<file path="config.mk">
export PLATFORM = sky130hd
export DESIGN_NAME = dfac_top
export DESIGN_NICKNAME = d
export VERILOG_FILES = /design/src/logic/dfac_pkg.sv /design/src/logic/dfac_read_timer.sv /design/src/logic/dfac_top.sv
export VERILOG_INCLUDE_DIRS = /design/src /design/src/logic
export SDC_FILE = /design/constraint.sdc
export NUM_CORES = 1
export LEC_CHECK = 0
export BUFFER_PORTS_ARGS = -buffer_cell sky130_fd_sc_hd__buf_2
export CAP_MARGIN = 10
export CORE_ASPECT_RATIO = 1.25
export CORE_MARGIN = 8
export CORE_UTILIZATION = 52
export DETAILED_ROUTE_END_ITERATION = 6
export PLACE_DENSITY = 0.8
export SLEW_MARGIN = 20
export SYNTH_ARGS = -nofsm -noshare
export SYNTH_HDL_FRONTEND = slang
export SYNTH_SLANG_ARGS = --single-unit
export TNS_END_PERCENT = 1
</file>
<file path="constraint.sdc">
create_clock -name clk_i -period 2.15 [get_ports clk_i]
set_input_delay 0.3225 -clock clk_i [delete_from_list [all_inputs] [get_ports clk_i]]
set_output_delay 0.3225 -clock clk_i [all_outputs]
set_load 0.1 [all_outputs]
</file>
<file path="src/logic/dfac_params.svh">
// constants for the data flash access control block
`ifndef DFAC_PARAMS_SVH
`define DFAC_PARAMS_SVH

// register offsets (word index on the plain port)
`define DFAC_OFS_READ_EN0 4'h0
`define DFAC_OFS_READ_EN1 4'h1
`define DFAC_OFS_PE_EN0 4'h2
`define DFAC_OFS_PE_EN1 4'h3
`define DFAC_OFS_MODE_ENTRY 4'h4
`define DFAC_OFS_CLK_NOTIFY 4'h5
`define DFAC_OFS_CMD 4'h6
`define DFAC_OFS_STATUS 4'h7
`define DFAC_OFS_BLANK_CHECK 4'h8
`define DFAC_OFS_RD_ADDR 4'h9
`define DFAC_OFS_RD_DATA 4'ha

// key codes, arbitrary values
`define DFAC_ENABLE_KEY 8'h2d
`define DFAC_ENTRY_KEY 8'haa

// field positions
`define DFAC_KEY_LSB 8
`define DFAC_ENTRY_DF_BIT 7
`define DFAC_BC_SIZE_BIT 15

// command codes
`define DFAC_CMD_PROG2 8'h01

// geometry
`define DFAC_BLOCK_BYTES 32
`define DFAC_NUM_BLOCKS 1024
`define DFAC_GROUP_BLOCKS 64
`define DFAC_NUM_GROUPS 8
`define DFAC_ADDR_W 15

// timing: read takes three flash clock cycles; program busy time
`define DFAC_READ_CYCLES 3
`define DFAC_PE_BUSY_CYCLES 16

// reset values
`define DFAC_RESET_16 16'h0000

`endif

</file>
<file path="src/logic/dfac_pkg.sv">
// types for the data flash access control block
`default_nettype none
package dfac_pkg;
    typedef struct packed {
        logic [3:0] addr;
        logic [15:0] wdata;
        logic wr;
        logic rd;
    } dfac_bus_req_t;

    typedef struct packed {
        logic go;
        logic is_write;
        logic [14:0] addr;
        logic [15:0] wdata;
    } dfac_flash_req_t;

    typedef enum logic [1:0] {
        DFAC_IDLE = 2'b00,
        DFAC_READ = 2'b01,
        DFAC_PE = 2'b11
    } dfac_state_t;
endpackage
`default_nettype wire

</file>
<file path="src/logic/dfac_read_timer.sv">
// counts the flash clock cycles of one data flash read
`timescale 1ns/10ps
`default_nettype none
`include "dfac_params.svh"
module dfac_read_timer #(
    parameter int CYCLES = `DFAC_READ_CYCLES
) (
    // clock and reset
    input wire logic clk_i,
    input wire logic reset_i,
    // control
    input wire logic start_i,
    output logic done_o
);
    logic [3:0] count;

    always_ff @(posedge clk_i) begin
        if (reset_i) begin
            count <= 4'h0;
            done_o <= 1'b0;
        end else if (start_i) begin
            count <= 4'(CYCLES - 1);
            done_o <= 1'b0;
        end else if (count != 4'h0) begin
            count <= count - 4'h1;
            done_o <= (count == 4'h1);
        end else begin
            done_o <= 1'b0;
        end
    end
endmodule
`default_nettype wire

</file>
<file path="src/logic/dfac_top.sv">
// data flash access control: enables, mode entry, read timing and program requests
//
// Our own choices: the placing of the registers and the address-and-strobe port.
`timescale 1ns/10ps
`default_nettype none
`include "dfac_params.svh"
module dfac_top #(
    parameter int ROM_REGIONS = 4,
    parameter int READ_CYCLES = `DFAC_READ_CYCLES,
    parameter int PE_CYCLES = `DFAC_PE_BUSY_CYCLES
) (
    // clock and reset
    input wire logic clk_i,
    input wire logic reset_i,
    // register port
    input wire logic [3:0] addr_i,
    input wire logic [15:0] wdata_i,
    input wire logic wr_i,
    input wire logic rd_i,
    output logic [15:0] rdata_o,
    // flash array side
    input wire logic [15:0] flash_rdata_i,
    output dfac_pkg::dfac_flash_req_t flash_req_o,
    // mode outputs
    output logic [3:0] rom_pe_entry_o,
    output logic data_flash_pe_entry_o,
    output logic rom_fetch_allow_o,
    output logic pe_busy_o,
    output logic access_error_o
);
    dfac_pkg::dfac_bus_req_t bus;
    dfac_pkg::dfac_state_t state;
    logic [7:0] read_enable;
    logic [7:0] pe_enable;
    logic [7:0] mode_entry;
    logic [15:0] clock_notification;
    logic clock_noted;
    logic [15:0] blank_check;
    logic [14:0] rd_addr;
    logic [15:0] rd_data;
    logic [15:0] cmd_data;
    logic [7:0] pe_count;
    logic rd_done;
    logic rd_start;
    logic enable_key_ok;
    logic entry_key_ok;
    logic [7:0] entry_bits;
    logic [2:0] rd_group;
    logic [2:0] cmd_group;
    logic [3:0] rom_mask;

    assign bus = '{addr: addr_i, wdata: wdata_i, wr: wr_i, rd: rd_i};
    assign enable_key_ok = bus.wdata[15:`DFAC_KEY_LSB] == `DFAC_ENABLE_KEY;
    assign entry_key_ok = bus.wdata[15:`DFAC_KEY_LSB] == `DFAC_ENTRY_KEY;
    assign rom_mask = 4'((5'h1 << ROM_REGIONS) - 5'h1);
    assign entry_bits = {bus.wdata[7], 3'h0, bus.wdata[3:0] & rom_mask};
    // block = addr/32, group = (block/64) mod 8, i.e. addr bits 13:11
    assign rd_group = rd_addr[13:11];
    // program is gated by the group of the address, never of the data
    assign cmd_group = rd_addr[13:11];

    always_ff @(posedge clk_i) begin
        if (reset_i) begin
            read_enable <= 8'h00;
        end else if (bus.wr && bus.addr == `DFAC_OFS_READ_EN0 && enable_key_ok) begin
            read_enable <= bus.wdata[7:0];
        end
    end

    always_ff @(posedge clk_i) begin
        if (reset_i) begin
            pe_enable <= 8'h00;
        end else if (bus.wr && bus.addr == `DFAC_OFS_PE_EN0 && enable_key_ok) begin
            pe_enable <= bus.wdata[7:0];
        end
    end

    // keyed entry, at most one bit; clearing allowed with the key
    always_ff @(posedge clk_i) begin
        if (reset_i) begin
            mode_entry <= 8'h00;
        end else if (bus.wr && bus.addr == `DFAC_OFS_MODE_ENTRY && entry_key_ok) begin
            if ($countones(entry_bits) <= 1) begin
                mode_entry <= entry_bits;
            end
        end
    end

    // clock notification; no program or erase until it is written
    always_ff @(posedge clk_i) begin
        if (reset_i) begin
            clock_notification <= `DFAC_RESET_16;
            clock_noted <= 1'b0;
        end else if (bus.wr && bus.addr == `DFAC_OFS_CLK_NOTIFY) begin
            clock_notification <= bus.wdata;
            clock_noted <= 1'b1;
        end
    end

    // blank check size bit 15, address in low bits
    always_ff @(posedge clk_i) begin
        if (reset_i) begin
            blank_check <= `DFAC_RESET_16;
        end else if (bus.wr && bus.addr == `DFAC_OFS_BLANK_CHECK) begin
            blank_check <= {bus.wdata[`DFAC_BC_SIZE_BIT], 4'h0, bus.wdata[10:0]};
        end
    end

    always_ff @(posedge clk_i) begin
        if (reset_i) begin
            rd_addr <= 15'h0000;
        end else if (bus.wr && bus.addr == `DFAC_OFS_RD_ADDR) begin
            rd_addr <= bus.wdata[14:0];
        end
    end

    assign rd_start = bus.wr && bus.addr == `DFAC_OFS_RD_ADDR && state == dfac_pkg::DFAC_IDLE;

    dfac_read_timer #(
        .CYCLES(READ_CYCLES)
    ) u_timer (
        .clk_i(clk_i),
        .reset_i(reset_i),
        .start_i(rd_start),
        .done_o(rd_done)
    );

    // data word for the next two-byte program at the address register
    always_ff @(posedge clk_i) begin
        if (reset_i) begin
            cmd_data <= 16'h0000;
        end else if (bus.wr && bus.addr == `DFAC_OFS_RD_DATA) begin
            cmd_data <= bus.wdata;
        end
    end

    always_ff @(posedge clk_i) begin
        if (reset_i) begin
            state <= dfac_pkg::DFAC_IDLE;
            pe_count <= 8'h00;
            rd_data <= 16'h0000;
            access_error_o <= 1'b0;
            flash_req_o <= '0;
        end else begin
            flash_req_o.go <= 1'b0;
            // error clear first, so an error raised in the same cycle wins
            if (bus.wr && bus.addr == `DFAC_OFS_STATUS) begin
                access_error_o <= 1'b0;
            end
            case (state)
                dfac_pkg::DFAC_IDLE: begin
                    if (rd_start) begin
                        state <= dfac_pkg::DFAC_READ;
                    end else if (bus.wr && bus.addr == `DFAC_OFS_CMD &&
                                 bus.wdata[7:0] == `DFAC_CMD_PROG2) begin
                        // program gated by mode, enable and clock
                        if (mode_entry[`DFAC_ENTRY_DF_BIT] && pe_enable[cmd_group] &&
                            clock_noted) begin
                            state <= dfac_pkg::DFAC_PE;
                            pe_count <= 8'(PE_CYCLES);
                            flash_req_o <= '{go: 1'b1, is_write: 1'b1,
                                             addr: {rd_addr[14:1], 1'b0}, wdata: cmd_data};
                        end else begin
                            access_error_o <= 1'b1;
                        end
                    end
                end
                dfac_pkg::DFAC_READ: begin
                    if (rd_done) begin
                        state <= dfac_pkg::DFAC_IDLE;
                        // reads of disabled groups return zero
                        if (read_enable[rd_group]) begin
                            rd_data <= flash_rdata_i;
                        end else begin
                            rd_data <= 16'h0000;
                            access_error_o <= 1'b1;
                        end
                    end
                end
                dfac_pkg::DFAC_PE: begin
                    pe_count <= pe_count - 8'h1;
                    if (pe_count == 8'h1) begin
                        state <= dfac_pkg::DFAC_IDLE;
                    end
                end
                default: begin
                    state <= dfac_pkg::DFAC_IDLE;
                end
            endcase
        end
    end

    // rom fetch held open during data flash work
    always_ff @(posedge clk_i) begin
        if (reset_i) begin
            rom_pe_entry_o <= 4'h0;
            data_flash_pe_entry_o <= 1'b0;
            rom_fetch_allow_o <= 1'b1;
            pe_busy_o <= 1'b0;
        end else begin
            rom_pe_entry_o <= mode_entry[3:0];
            data_flash_pe_entry_o <= mode_entry[`DFAC_ENTRY_DF_BIT];
            rom_fetch_allow_o <= mode_entry[3:0] == 4'h0;
            pe_busy_o <= state == dfac_pkg::DFAC_PE;
        end
    end

    always_ff @(posedge clk_i) begin
        if (reset_i) begin
            rdata_o <= 16'h0000;
        end else if (bus.rd) begin
            case (bus.addr)
                `DFAC_OFS_READ_EN0: rdata_o <= {8'h00, read_enable};
                `DFAC_OFS_PE_EN0: rdata_o <= {8'h00, pe_enable};
                `DFAC_OFS_MODE_ENTRY: rdata_o <= {8'h00, mode_entry};
                `DFAC_OFS_CLK_NOTIFY: rdata_o <= clock_notification;
                `DFAC_OFS_CMD: rdata_o <= cmd_data;
                `DFAC_OFS_STATUS: rdata_o <= {13'h0000, access_error_o, state};
                `DFAC_OFS_BLANK_CHECK: rdata_o <= blank_check;
                `DFAC_OFS_RD_ADDR: rdata_o <= {1'b0, rd_addr};
                `DFAC_OFS_RD_DATA: rdata_o <= rd_data;
                default: rdata_o <= 16'h0000;
            endcase
        end else begin
            rdata_o <= 16'h0000;
        end
    end
endmodule
`default_nettype wire

</file>
== After elaboration in Yosys (flattened, before gate mapping) ==
Cells that the tools add are included.

* Muxes and demuxes: 26
* Reduce and logical (&&, ||, !) cells: 31
* Bitwise logic cells: 5
* Add/sub/neg operators: 6
* $lt $le $gt $ge: 2
* Eq/ne operators: 22

{| class="wikitable"
|+ Operators by type and width
! operator !! number
|-
| case mux 16 bit (9 select lines) || 1
|-
| two-way mux 33 bit || 1
|-
| two-way mux 8 bit || 3
|-
| equality test 4 x 3 -> 1 bit (second input constant) || 4
|-
| equality test 8 x 1 -> 1 bit (second input constant) || 2
|-
| logical AND 1 bit || 16
|-
| two-way mux 16 bit || 1
|-
| case mux 8 bit (2 select lines) || 1
|-
| two-way mux 2 bit || 7
|-
| equality test 4 bit (second input constant) || 3
|-
| AND reduction 4 bit || 3
|-
| equality test 8 x 6 -> 1 bit (second input constant) || 1
|-
| equality test 8 bit (second input constant) || 1
|-
| zero test 4 bit || 2
|-
| two-way mux 1 bit || 8
|-
| subtractor 8 x 1 -> 8 bit (second input constant) || 1
|-
| binary-select mux 1 bit (select 3 bit) || 2
|-
| inequality test 2 x 1 -> 1 bit (second input constant) || 3
|-
| inequality test 3 x 2 -> 1 bit (second input constant) || 2
|-
| case mux 2 bit (3 select lines) || 1
|-
| NOT 1 bit || 5
|-
| adder 1 x 1 -> 2 bit || 2
|-
| adder 3 x 1 -> 4 bit || 1
|-
| equality test 4 x 1 -> 1 bit (second input constant) || 1
|-
| other kinds (16) || 20
|}

* Logic and storage cells: 116
* Bits in registers: 168
* Output and inout bits: 57
* Input port bits: 40

== Longest topological paths before layout ==
Gate-level depths: netlist of the first run.

* Depth in word-level cells: 8
* Mapped depth: 10
* Mapped depth without buffers: 9

== By module ==
Synthesis of the first run repeated with hierarchy kept, for this count alone.

* Cell total of the unflattened synthesis: 817
* Area total of the unflattened synthesis: 7003.0 um^2

{| class="wikitable"
|+ Modules (own cells, without submodules)
! module !! cells an instance !! area an instance (um^2) !! sequential area each (um^2) !! times used
|-
| dfac_top || 800 || 6827.8 || 3263.1 || 1
|-
| dfac_read_timer || 17 || 175.2 || 100.1 || 1
|}

== Worst setup path before layout of the first run ==
Ideal clock, no wire load.

* Path kind: in2reg
* Start: input port wdata_i[3]
* End: register mode_entry[0]
* Setup slack: -0.134 ns
* Setup time: 0.128 ns
* Path buffers: 1
* Arrival: 2.156 ns
* Required time: 2.022 ns
* Stages on the path: 10
* Cell sequence: clkbuf_1 inv_1 fa_1 inv_1 ha_1 nand2_1 nand4_1 nor3_2 mux2i_1 nor2_1

* Longest elaborated chain between the ends: 5

{| class="wikitable"
|+ Ends and longest elaborated chain
! what !! line !! RTL
|-
| start, declared || dfac_top.sv:17 || <nowiki>input wire logic [15:0] wdata_i,</nowiki>
|-
| adder 1 x 1 -> 2 bit (not written as such) || dfac_top.sv:83 || <nowiki>if ($countones(entry_bits) <= 1) begin</nowiki>
|-
| adder 2 x 2 -> 3 bit (not written as such) || dfac_top.sv:83 ||
|-
| adder 3 x 1 -> 4 bit (not written as such) || dfac_top.sv:83 ||
|-
| <= comparator 4 x 1 -> 1 bit || dfac_top.sv:83 ||
|-
| AND reduction 2 bit (no source line) || -- ||
|-
| end signal, assigned || dfac_top.sv:84 || <nowiki>mode_entry <= entry_bits;</nowiki>
|-
| end, declared || dfac_top.sv:35 || <nowiki>logic [7:0] mode_entry;</nowiki>
|}

Every way passes these cells.
A chain may end at the register's enable or synchronous reset.

== Worst setup path in the final report of the first run ==
* Start: register rd_addr[11]
* End: register pe_count[4]

* Longest elaborated chain between the ends: 6

{| class="wikitable"
|+ Ends and longest elaborated chain
! what !! line !! RTL
|-
| start, declared || dfac_top.sv:39 || <nowiki>logic [14:0] rd_addr;</nowiki>
|-
| start signal, assigned || dfac_top.sv:113 || <nowiki>rd_addr <= bus.wdata[14:0];</nowiki>
|-
| binary-select mux 1 bit (select 3 bit) || dfac_top.sv:157 || <nowiki>if (mode_entry[`DFAC_ENTRY_DF_BIT] && pe_enable[cmd_group] &&</nowiki>
|-
| two-way mux 1 bit (not written as such) || dfac_top.sv:157 ||
|-
| logical AND 1 bit (2 in series) || dfac_top.sv:157 ||
|-
| inequality test 2 x 1 -> 1 bit (no source line) || -- ||
|-
| AND reduction 4 bit (no source line) || -- ||
|-
| end signal, assigned || dfac_top.sv:160 || <nowiki>pe_count <= 8'(PE_CYCLES);</nowiki>
|-
| end signal, assigned || dfac_top.sv:181 || <nowiki>pe_count <= pe_count - 8'h1;</nowiki>
|-
| end, declared || dfac_top.sv:42 || <nowiki>logic [7:0] pe_count;</nowiki>
|}

Every way passes these cells. The select of a mux whose other input is x is not followed.

==> metrics.txt, run 1 <==
DIE WIDTH=119.9 um; clock root buffer=clkbuf_16; vias in the first global route=6,050; Post-CTS Setup Bufs=0; hold buffer count at CTS=0; Max clock buf depth=2; endpoints failing setup=0; DIE HEIGHT=145.8 um; commonest non-fill, non-tap cells in the layout=226 x nand2_1, 168 x dfxtp_1, 99 x a21oi_1; drt initial violations=742; commonest non-fill, non-tap cell in the layout=nand2_1; largest net degree at the start of global routing=51; Total GRT Usage=22.81%; syn_area_per_cell=8.667 um^2; CTS Buf Count=17; critical path cell sequence=mux4_2 -> nand2b_1 -> nand3_4 -> nor2_4 -> buf_4 -> o31a_1; fin crit share=91.39%; Routed wire per std cell=18.28 um; final wirelength=19,960 um; share of layout cells above drive strength 1=20.74%; Peak supply drop=0.0004585 V; status=finished, final reports clean; number of antenna diodes=0; Hold/Removal Path Class=in -> reg; Worst path max stage delay=530 ps; Post-synth EDFFs=0; die area=17,480 um^2; top_reg_cell synth=dfxtp_1; routed vias/inst=5.792; post-synth top area share=47.97%; Tot Pwr=6566 uW; Yosys warnings=0; gpl congestion=0.9740; DPL Wire Length=14,220 um; clock-pin slew on the worst setup and hold paths=70 ps; worst rel slew slack=58.33%; post-layout minimum cycle time=1965 ps; Antenna Nets Post-Route=0; combinational share of power=4.8%; GRT Residual Overflow=0; Pleak=0.003217 uW; CP arrival=2290 ps; FMAX=508.9 MHz; Net Sw Power=1563 uW; Max Slew Vio Count=0; Cell variety after synth=65; power per cell area=784.4 nW/um^2; cts repair resizes=0; Final Hold Vio Count=0; Num Clock Sinks=168; Clk pwr share=47.4%; number of port buffers=95; worst setup path start=rd_addr[11]$_SDFFE_PP0P_; synth top area cells=dfxtp_1 48%, nand2_1 12%, mux2i_1 8.1%; Switching Share=23.80%; Worst Tran Pin Value=616.7 ps; Async SR Flop Fraction=0%; num rows=47; Syn Nets=854; Layout Cells excl Fill=1,092; fill count=1,110; max capacitance violation total=0; #FFs+latches synth=168; mapped cell area=7012 um^2; R2R Path Start=rd_addr[11]$_SDFFE_PP0P_; CP Class=reg -> reg; post-synthesis sequential area ratio=47.97%; fin util=63.26%; routed vias=6,325; r2r endpoint=pe_count[4]$_SDFFE_PP0P_; DRT Pass-1 Iters=6; data required time of the worst path=2470 ps; CP max-delay cell=mux4_2; RSZ-0062 raised after global routing=no; H-tree lvl count=4; # IOs=97; internal power=5003 uW; area grow syn2layout=19.38%; R2R setup slack=190 ps; critical path launch point type=flop; Worst Path Max Fanout=12; critical path capture point=pe_count[4]$_SDFFE_PP0P_; core area=13,230 um^2; DR DRC count=0; CTS tree=built; power share of the sequential group=47.8%; Initial Utilization=52.99%; first-pass GRT wire length=32,080 um; clk_lat worst skew=430 ps; initial antenna violation count=0; Worst setup EP type=flop; Synth Instances=809; most area-hungry cell type in the Yosys netlist=dfxtp_1; Placed Cells=1,060; clk_skew=14.74 ps; R2R cell count=6; Final #Nets=953
## power by group through the flow
| stage | combinational, uW | clock (uW) | sequential (uW) |
|---|---|---|---|
| after detailed placement | 304 | 0 | 3210 |
| after floorplan | 165 | 0 | 3210 |
| after CTS | 306 | 3130 | 3140 |
| after global routing | 334 | 3250 | 3140 |
| final | 314 | 3110 | 3140 |
| after global placement | 303 | 0 | 3210 |
## layout make-up
type                       count  area [um^2]  area share (%)
multi-input combinational    571         3303           39.46
timing repair buffer         141        858.3           10.25
sequential                   168         3363           40.18
tap                          171        214.0           2.556
clock inverter                13        155.1           1.854
inverter                       9        33.78          0.4036
clock buffer                  19        442.9           5.291
## stage by stage
stage	setup slack [ps]	TNS [ps]	instance area, um^2	hold WS (ps)
6_report	185.1	0	8371	118.9
4_1_cts	206.5	0	8371	120.2
3_3_place_gp	-99.47	-479.9	7772	440.0
2_1_floorplan	24.35	0	7028	433.8
3_5_place_dp	-147.3	-704.8	7772	445.5
5_1_grt	85.29	0	8371	118.7
## synthesized netlist by cell type (3+ instances only)
cell      number
nand2_1      226
a221oi_1       5
buf_12         3
nor3_1        12
or3_1          4
xor2_1         3
nand3_1        8
inv_1          8
mux2_2         4
dfxtp_1      168
clkbuf_1      33
a21oi_1       99
and2_1         3
a32oi_1        3
nand2b_1       4
buf_1          5
a31oi_1        7
nand4_1        3
nor2b_1       11
nand3b_1       3
nor2_1        36
o21ai_0        4
mux2i_1       57
buf_2         17
a22oi_1       20
ha_1           4
a222oi_1       5
## how the worst min path moves through the flow
stage,startpoint,to,slack [ps],cells after the start
floorplan,clock_notification[1]$_SDFFE_PP0P_,clock_notification[1]$_SDFFE_PP0P_,430,2
global placement,flash_req_o[19]$_SDFFE_PP0P_,flash_req_o[19]$_SDFFE_PP0P_,440,2
detailed placement,flash_req_o[18]$_SDFFE_PP0P_,flash_req_o[18]$_SDFFE_PP0P_,450,2
CTS,flash_rdata_i[15],rd_data[15]$_SDFFE_PP0P_,120,3
global route,flash_rdata_i[15],rd_data[15]$_SDFFE_PP0P_,120,3
finish,flash_rdata_i[13],rd_data[13]$_SDFFE_PP0P_,120,3
## logic make-up (layout without fill, tap and decap cells)
kind of cell | Yosys count | count (layout) | share of synthesized area [%]
simple gates | 335 | 335 | 21.52
flops | 168 | 168 | 47.97
compound gates | 162 | 162 | 14.12
buf+inv | 70 | 182 | 5.014
mux | 65 | 65 | 9.957
fa+ha+maj | 5 | 5 | 0.9993
xor+xnor | 3 | 3 | 0.3748
other cells | 1 | 1 | 0.05348
## metal layers
metal / vias up / GRT usage [%] / wire length [um]
met1: 2950 / 27.87 / 7928
li1: 2981 / - / -
met2: 329 / 36.26 / 9297
met3: 65 / 5.862 / 1891
met4: 0 / 11.52 / 843
met5: - / 0 / 0
## flip-flops by register name (all words and copies together), names as in the netlist, 12 cells and up
register,count
rd_data,16
cmd_data,16
clock_notification,16
flash_req_o,32
blank_check,12
rdata_o,16
rd_addr,15
## critical path, delay by kind of cell (launching register included)
| kind | cells | cell delay [ps] |
|---|---|---|
| buf+inv | 1 | 190 |
| mux | 1 | 530 |
| compound gates | 1 | 280 |
| simple gates | 3 | 400 |
| flops | 1 | 460 |
(Power assumes the default switching activity.)
==> run 2, diff against run 1 <==
- RECOVER_POWER: unset -> 25
==> run 2 against run 1 <==
Clock skew barely moved. Combinational power fell by 2%. Flip-flop and latch count did not move. Setup slack got worse by 17 ps. Critical path type is now in -> reg. Critical endpoint is now clock_notification[12]$_SDFFE_PP0P_. Cell count did not move. Maximum frequency fell by 0.84%. Highest routed layer unchanged. Routed wire length fell by 0.24%. Register-to-register slack barely moved. Largest power group unchanged. First-iteration DRC count rose by 1.6%.
==> metrics.txt, run 2 (synthesis gave the netlist of run 1 again) <==
status=finished, final reports clean; clk_lat worst skew=430 ps (about the same); DIE HEIGHT=145.8 um (unchanged); num rows=47 (unchanged); area grow syn2layout=18.61%; commonest non-fill, non-tap cells in the layout=226 x nand2_1, 168 x dfxtp_1, 99 x a21oi_1; Worst Tran Pin Value=1169 ps (+552.2 ps); Antenna Nets Post-Route=0 (unchanged); R2R cell count=6 (unchanged); Top reg by flops=flash_req_o; R2R setup slack=200 ps (about the same); CTS Buf Count=17 (unchanged); fin crit share=92.16% (+0.77 points); Initial Utilization=52.99% (unchanged); # IOs=97 (unchanged); Total GRT Usage=22.81% (unchanged); Placed Cells=1,060 (unchanged); Num Clock Sinks=168 (unchanged); Hold/Removal Path Class=in -> reg; clock-pin slew on the worst setup and hold paths=70 ps (about the same); number of antenna diodes=0 (unchanged); drt initial violations=754 (+1.6%); endpoints failing setup=0 (unchanged); clk_skew=15.07 ps (+0.3281 ps); Routed wire per std cell=18.24 um (-0.24%); hold slack=122.9 ps (+4.064 ps); FMAX=504.7 MHz (-0.84%); DPL Wire Length=14,220 um (unchanged); share of layout cells above drive strength 1=19.33% (-1.4 points); Final #Nets=953 (unchanged); gpl congestion=0.9740 (unchanged); routed vias/inst=5.761 (-0.54%); number of port buffers=95 (unchanged); max capacitance violation total=0 (unchanged); Final Hold Vio Count=0 (unchanged); WHS Path Cells=3 (unchanged); CP Class=in -> reg; Hold EP=rd_data[13]$_SDFFE_PP0P_; worst rel slew slack=22.40% (-36 points); cts repair resizes=0 (unchanged); CTS tree=built; r2r endpoint=pe_count[4]$_SDFFE_PP0P_; initial antenna violation count=0 (unchanged); Post-CTS Setup Bufs=0 (unchanged); H-tree lvl count=4 (unchanged); core area=13,230 um^2 (unchanged); Layout Cells excl Fill=1,092 (unchanged); largest net degree at the start of global routing=51 (unchanged); routed vias=6,291 (-0.54%); post-route cell area=8317 um^2 (-0.64%); fin util=62.86% (-0.41 points); Max Slew Vio Count=0 (unchanged); R2R Path Start=rd_addr[11]$_SDFFE_PP0P_; GRT Residual Overflow=0 (unchanged); die area=17,480 um^2 (unchanged); critical path launch point type=input port; power per cell area=788.2 nW/um^2 (+0.49%); DR DRC count=0 (unchanged); Worst setup EP type=flop; post-route setup TNS=0 ps (unchanged); RSZ-0062 raised after global routing=no; commonest non-fill, non-tap cell in the layout=nand2_1; Peak supply drop=0.0004545 V (-0.89%); data required time of the worst path=2490 ps (+20 ps); Area after DPL=7772 um^2 (unchanged); hold buffer count at CTS=0 (unchanged); Pleak=0.003162 uW (-1.7%); DRT Pass-1 Iters=5 (-1); vias in the first global route=6,050 (unchanged); max reg flops=32 (unchanged); Max clock buf depth=2 (unchanged); CP arrival=2320 ps (+30 ps); post-layout minimum cycle time=1982 ps (+16.58 ps); clock root buffer=clkbuf_16; final wirelength=19,910 um (-0.24%); Worst Path Max Fanout=11 (-1); DIE WIDTH=119.9 um (unchanged); HP Start=flash_rdata_i[13]; first-pass GRT wire length=32,080 um (unchanged)
## run 2: critical path, stage by stage
cell      delay (ps)
clkbuf_1         360
nor2b_1          240
buf_4            180
and3b_1          260
and2_0           180
clkbuf_1         470
nand2_1          130
a21oi_1          190
## run 2: area by class of cell
type / count / area [um^2]
fill: 1123 / 4915
sequential: 168 / 3363
multi-input combinational: 571 / 3297
timing repair buffer: 141 / 810.8
clock buffer: 19 / 442.9
tap: 171 / 214.0
clock inverter: 13 / 155.1
inverter: 9 / 33.78
## run 2: worst max path at each step
stage / startpoint / end / slack [ps] / depth (start not counted)
detailed placement: wdata_i[0] / mode_entry[1]$_SDFFE_PP0P_ / -150 / 10
finish: addr_i[2] / clock_notification[12]$_SDFFE_PP0P_ / 170 / 8
global placement: wdata_i[0] / mode_entry[2]$_SDFFE_PP0P_ / -100 / 10
CTS: rd_addr[11]$_SDFFE_PP0P_ / pe_count[4]$_SDFFE_PP0P_ / 210 / 6
global route: addr_i[2] / clock_notification[12]$_SDFFE_PP0P_ / 50 / 8
floorplan: wdata_i[3] / mode_entry[0]$_SDFFE_PP0P_ / 20 / 10
## run 2: metal layers
| layer | GRT usage (%) | share of wire [%] | routed length, um |
|---|---|---|---|
| met4 | 11.52 | 4.1 | 811 |
| met2 | 36.26 | 47 | 9363 |
| met1 | 27.87 | 40 | 7881 |
| met3 | 5.862 | 9.3 | 1858 |
| met5 | 0 | 0 | 0 |
## run 2: where the power goes
| part | internal, uW | switching [uW] |
|---|---|---|
| clock | 1780 | 1330 |
| combinational | 96.2 | 212 |
| sequential | 3130 | 14.3 |
| total | 5000 | 1560 |
## run 2: stage by stage
| step | setup WS (ps) | total power [uW] |
|---|---|---|
| global placement | -99.47 | 3514 |
| finish | 168.5 | 6556 |
| global route | 54.65 | 6720 |
| floorplan | 24.35 | 3370 |
| CTS | 206.5 | 6573 |
| detailed placement | -147.3 | 3515 |
==> run 3, diff against run 2 <==
- CAP_MARGIN: 10 -> 5
- CORE_UTILIZATION: 52 -> 45
- CTS_BUF_LIST: unset -> sky130_fd_sc_hd__clkbuf_4
- PLACE_DENSITY: 0.8 -> 0.71
==> run 3 against run 2 <==
Largest cell class unchanged. Highest routed layer unchanged. Critical path type is now reg -> reg. Worst hold slack worse by 89 ps. Flip-flop and latch count unchanged. First-iteration DRC count down 8.9%.
==> metrics.txt, run 3 (synthesis gave the netlist of run 1 again) <==
Final #Nets=978 (+2.6%); met3 GRT Util=4.172% (-1.7 points); RSZ-0062 raised after global routing=no; clk_lat worst skew=580 ps (+150 ps); M2 GR Usage=32.28% (-4.0 points); clock root buffer=clkbuf_4; commonest non-fill, non-tap cell in the layout=nand2_1; DIE HEIGHT=155.6 um (+6.7%); Switching Share=25.07% (+1.3 points); post-layout minimum cycle time=2038 ps (+56.95 ps); clk_skew=16.84 ps (+1.768 ps); power per cell area=643.7 nW/um^2 (-18%); data required time of the worst path=2630 ps (+140 ps); status=finished, final reports clean; max capacitance violation total=0 (unchanged); gpl congestion=0.9527 (-2.2%); fin crit share=94.81% (+2.6 points); Total GRT Usage=20.40% (-2.4 points); Top reg by flops=flash_req_o; Clk pwr share=35.0% (-12 points); FMAX=490.6 MHz (-2.8%); initial antenna violation count=2 (+2); Antenna Nets Post-Route=0 (unchanged); Tot Pwr=5361 uW (-18%); num rows=51 (+8.5%); DPL Wire Length=14,650 um (+3.0%); first-pass GRT wire length=31,850 um (-0.71%); H-tree lvl count=4 (unchanged); vias in the first global route=5,971 (-1.3%); # IOs=97 (unchanged); Layout Cells excl Fill=1,160 (+6.2%); Worst Tran Pin Value=938.1 ps (-230.8 ps); number of port buffers=95 (unchanged); GR peak layer=met2; clock-pin slew on the worst setup and hold paths=140 ps (+70 ps); internal power=4017 uW (-20%); Max clock buf depth=2 (unchanged); Area after DPL=7881 um^2 (+1.4%); CTS Buf Count=17 (unchanged); Net Sw Power=1344 uW (-14%); Placed Cells=1,107 (+4.4%); DIE WIDTH=127.7 um (+6.5%); routed vias/inst=5.379 (-6.6%); Max Slew Vio Count=0 (unchanged); Worst Path Max Fanout=9 (-2); max reg flops=32 (unchanged); CTS tree=built; combinational share of power=6.4% (+1.7 points); routed vias=6,240 (-0.81%); power share of the sequential group=58.6% (+11 points); drt initial violations=687 (-8.9%); Hold/Removal Path Class=in -> reg; met1 Track Usage GR=25.38% (-2.5 points); largest net degree at the start of global routing=100 (+96%); area grow syn2layout=18.79%; commonest non-fill, non-tap cells in the layout=226 x nand2_1, 168 x dfxtp_1, 99 x a21oi_1; fin util=53.94% (-8.9 points); critical path launch point type=flop; die area=19,860 um^2 (+14%); post-route cell area=8329 um^2 (+0.15%); core area=15,440 um^2 (+17%); DR DRC count=0 (unchanged); Num Clock Sinks=168 (unchanged); GRT Residual Overflow=0 (unchanged); final wirelength=20,170 um (+1.3%); CP arrival=2520 ps (+200 ps); CP Class=reg -> reg; Routed wire per std cell=17.39 um (-4.6%); DRT Pass-1 Iters=6 (+1); Worst setup EP type=flop; Initial Utilization=45.41% (-7.6 points); endpoints failing setup=0 (unchanged); Pleak=0.003180 uW (+0.56%); Peak supply drop=0.0003680 V (-19%); Final Hold Vio Count=0 (unchanged); worst rel slew slack=37.46% (+15 points); share of layout cells above drive strength 1=20.08% (+0.76 points)
==> run 3: cell types whose count changed in the layout (fill, tap and decap cells not counted), sizes merged <==
| cell | change |
|---|---|
| dlygate4sd3 | +19 |
| buf | +17 |
| clkbuf | -8 |
| inv | -6 |
| clkinv | +5 |
| clkinvlp | -2 |
| diode | +2 |
==> run 3: metal layers <==
| layer | vias up | share of wire [%] |
|---|---|---|
| li1 | 3036 | - |
| met1 | 2909 | 43 |
| met2 | 250 | 46 |
| met3 | 45 | 6.4 |
| met4 | 0 | 4.1 |
| met5 | - | 0 |
==> run 3: layout make-up <==
type / count / area (um^2)
fillers: 1483 / 7113
flip-flops and latches: 168 / 3363
multi-input cells: 571 / 3298
repair buffers: 166 / 1077
well taps: 212 / 265.3
clock buffers: 22 / 165.2
clock inverters: 10 / 121.4
inverters: 9 / 33.78
diodes: 2 / 5.005
==> run 3: through the flow <==
stage / hold WS, ps / setup TNS [ps] / worst slack (ps)
final: 34.40 / 0 / 111.5
after global routing: 14.10 / 0 / 40.02
after CTS: 7.543 / 0 / 133.9
after detailed placement: 446.7 / -641.5 / -144.5
after global placement: 440.0 / -451.8 / -92.55
after floorplan: 433.8 / 0 / 24.35
==> run 3: worst paths after layout <==
kind | from | to | slack [ps] | cells past startpoint
max | rd_addr[11]$_SDFFE_PP0P_ | pe_count[4]$_SDFFE_PP0P_ | 110 | 6
min | wdata_i[11] | clock_notification[11]$_SDFFE_PP0P_ | 30 | 3
max reg2reg | rd_addr[11]$_SDFFE_PP0P_ | pe_count[4]$_SDFFE_PP0P_ | 110 | 6
min reg2reg | flash_req_o[15]$_SDFFE_PP0P_ | flash_req_o[15]$_SDFFE_PP0P_ | 460 | 2
==> run 3: critical path: stages (launching register included) <==
cell,delay [ps]
dfxtp_1,560
mux4_2,540
nand2b_1,190
nand3_4,140
nor2_4,70
buf_4,180
o31a_1,270
==> run 3: power groups by stage <==
stage	logic, uW	clock network (uW)	registers (uW)
2_1_floorplan	165	0	3210
3_3_place_gp	315	0	3210
3_5_place_dp	316	0	3210
4_1_cts	343	1910	3140
5_1_grt	368	2050	3150
6_report	344	1880	3140
==> run 3: timing repair <==
| action | in CTS | in global routing |
|---|---|---|
| buffers inserted | 0 | 0 |
| hold buffers | 19 | 0 |
| endpoints found under the hold margin | 25 | 0 |
| resized for setup | 0 | 0 |
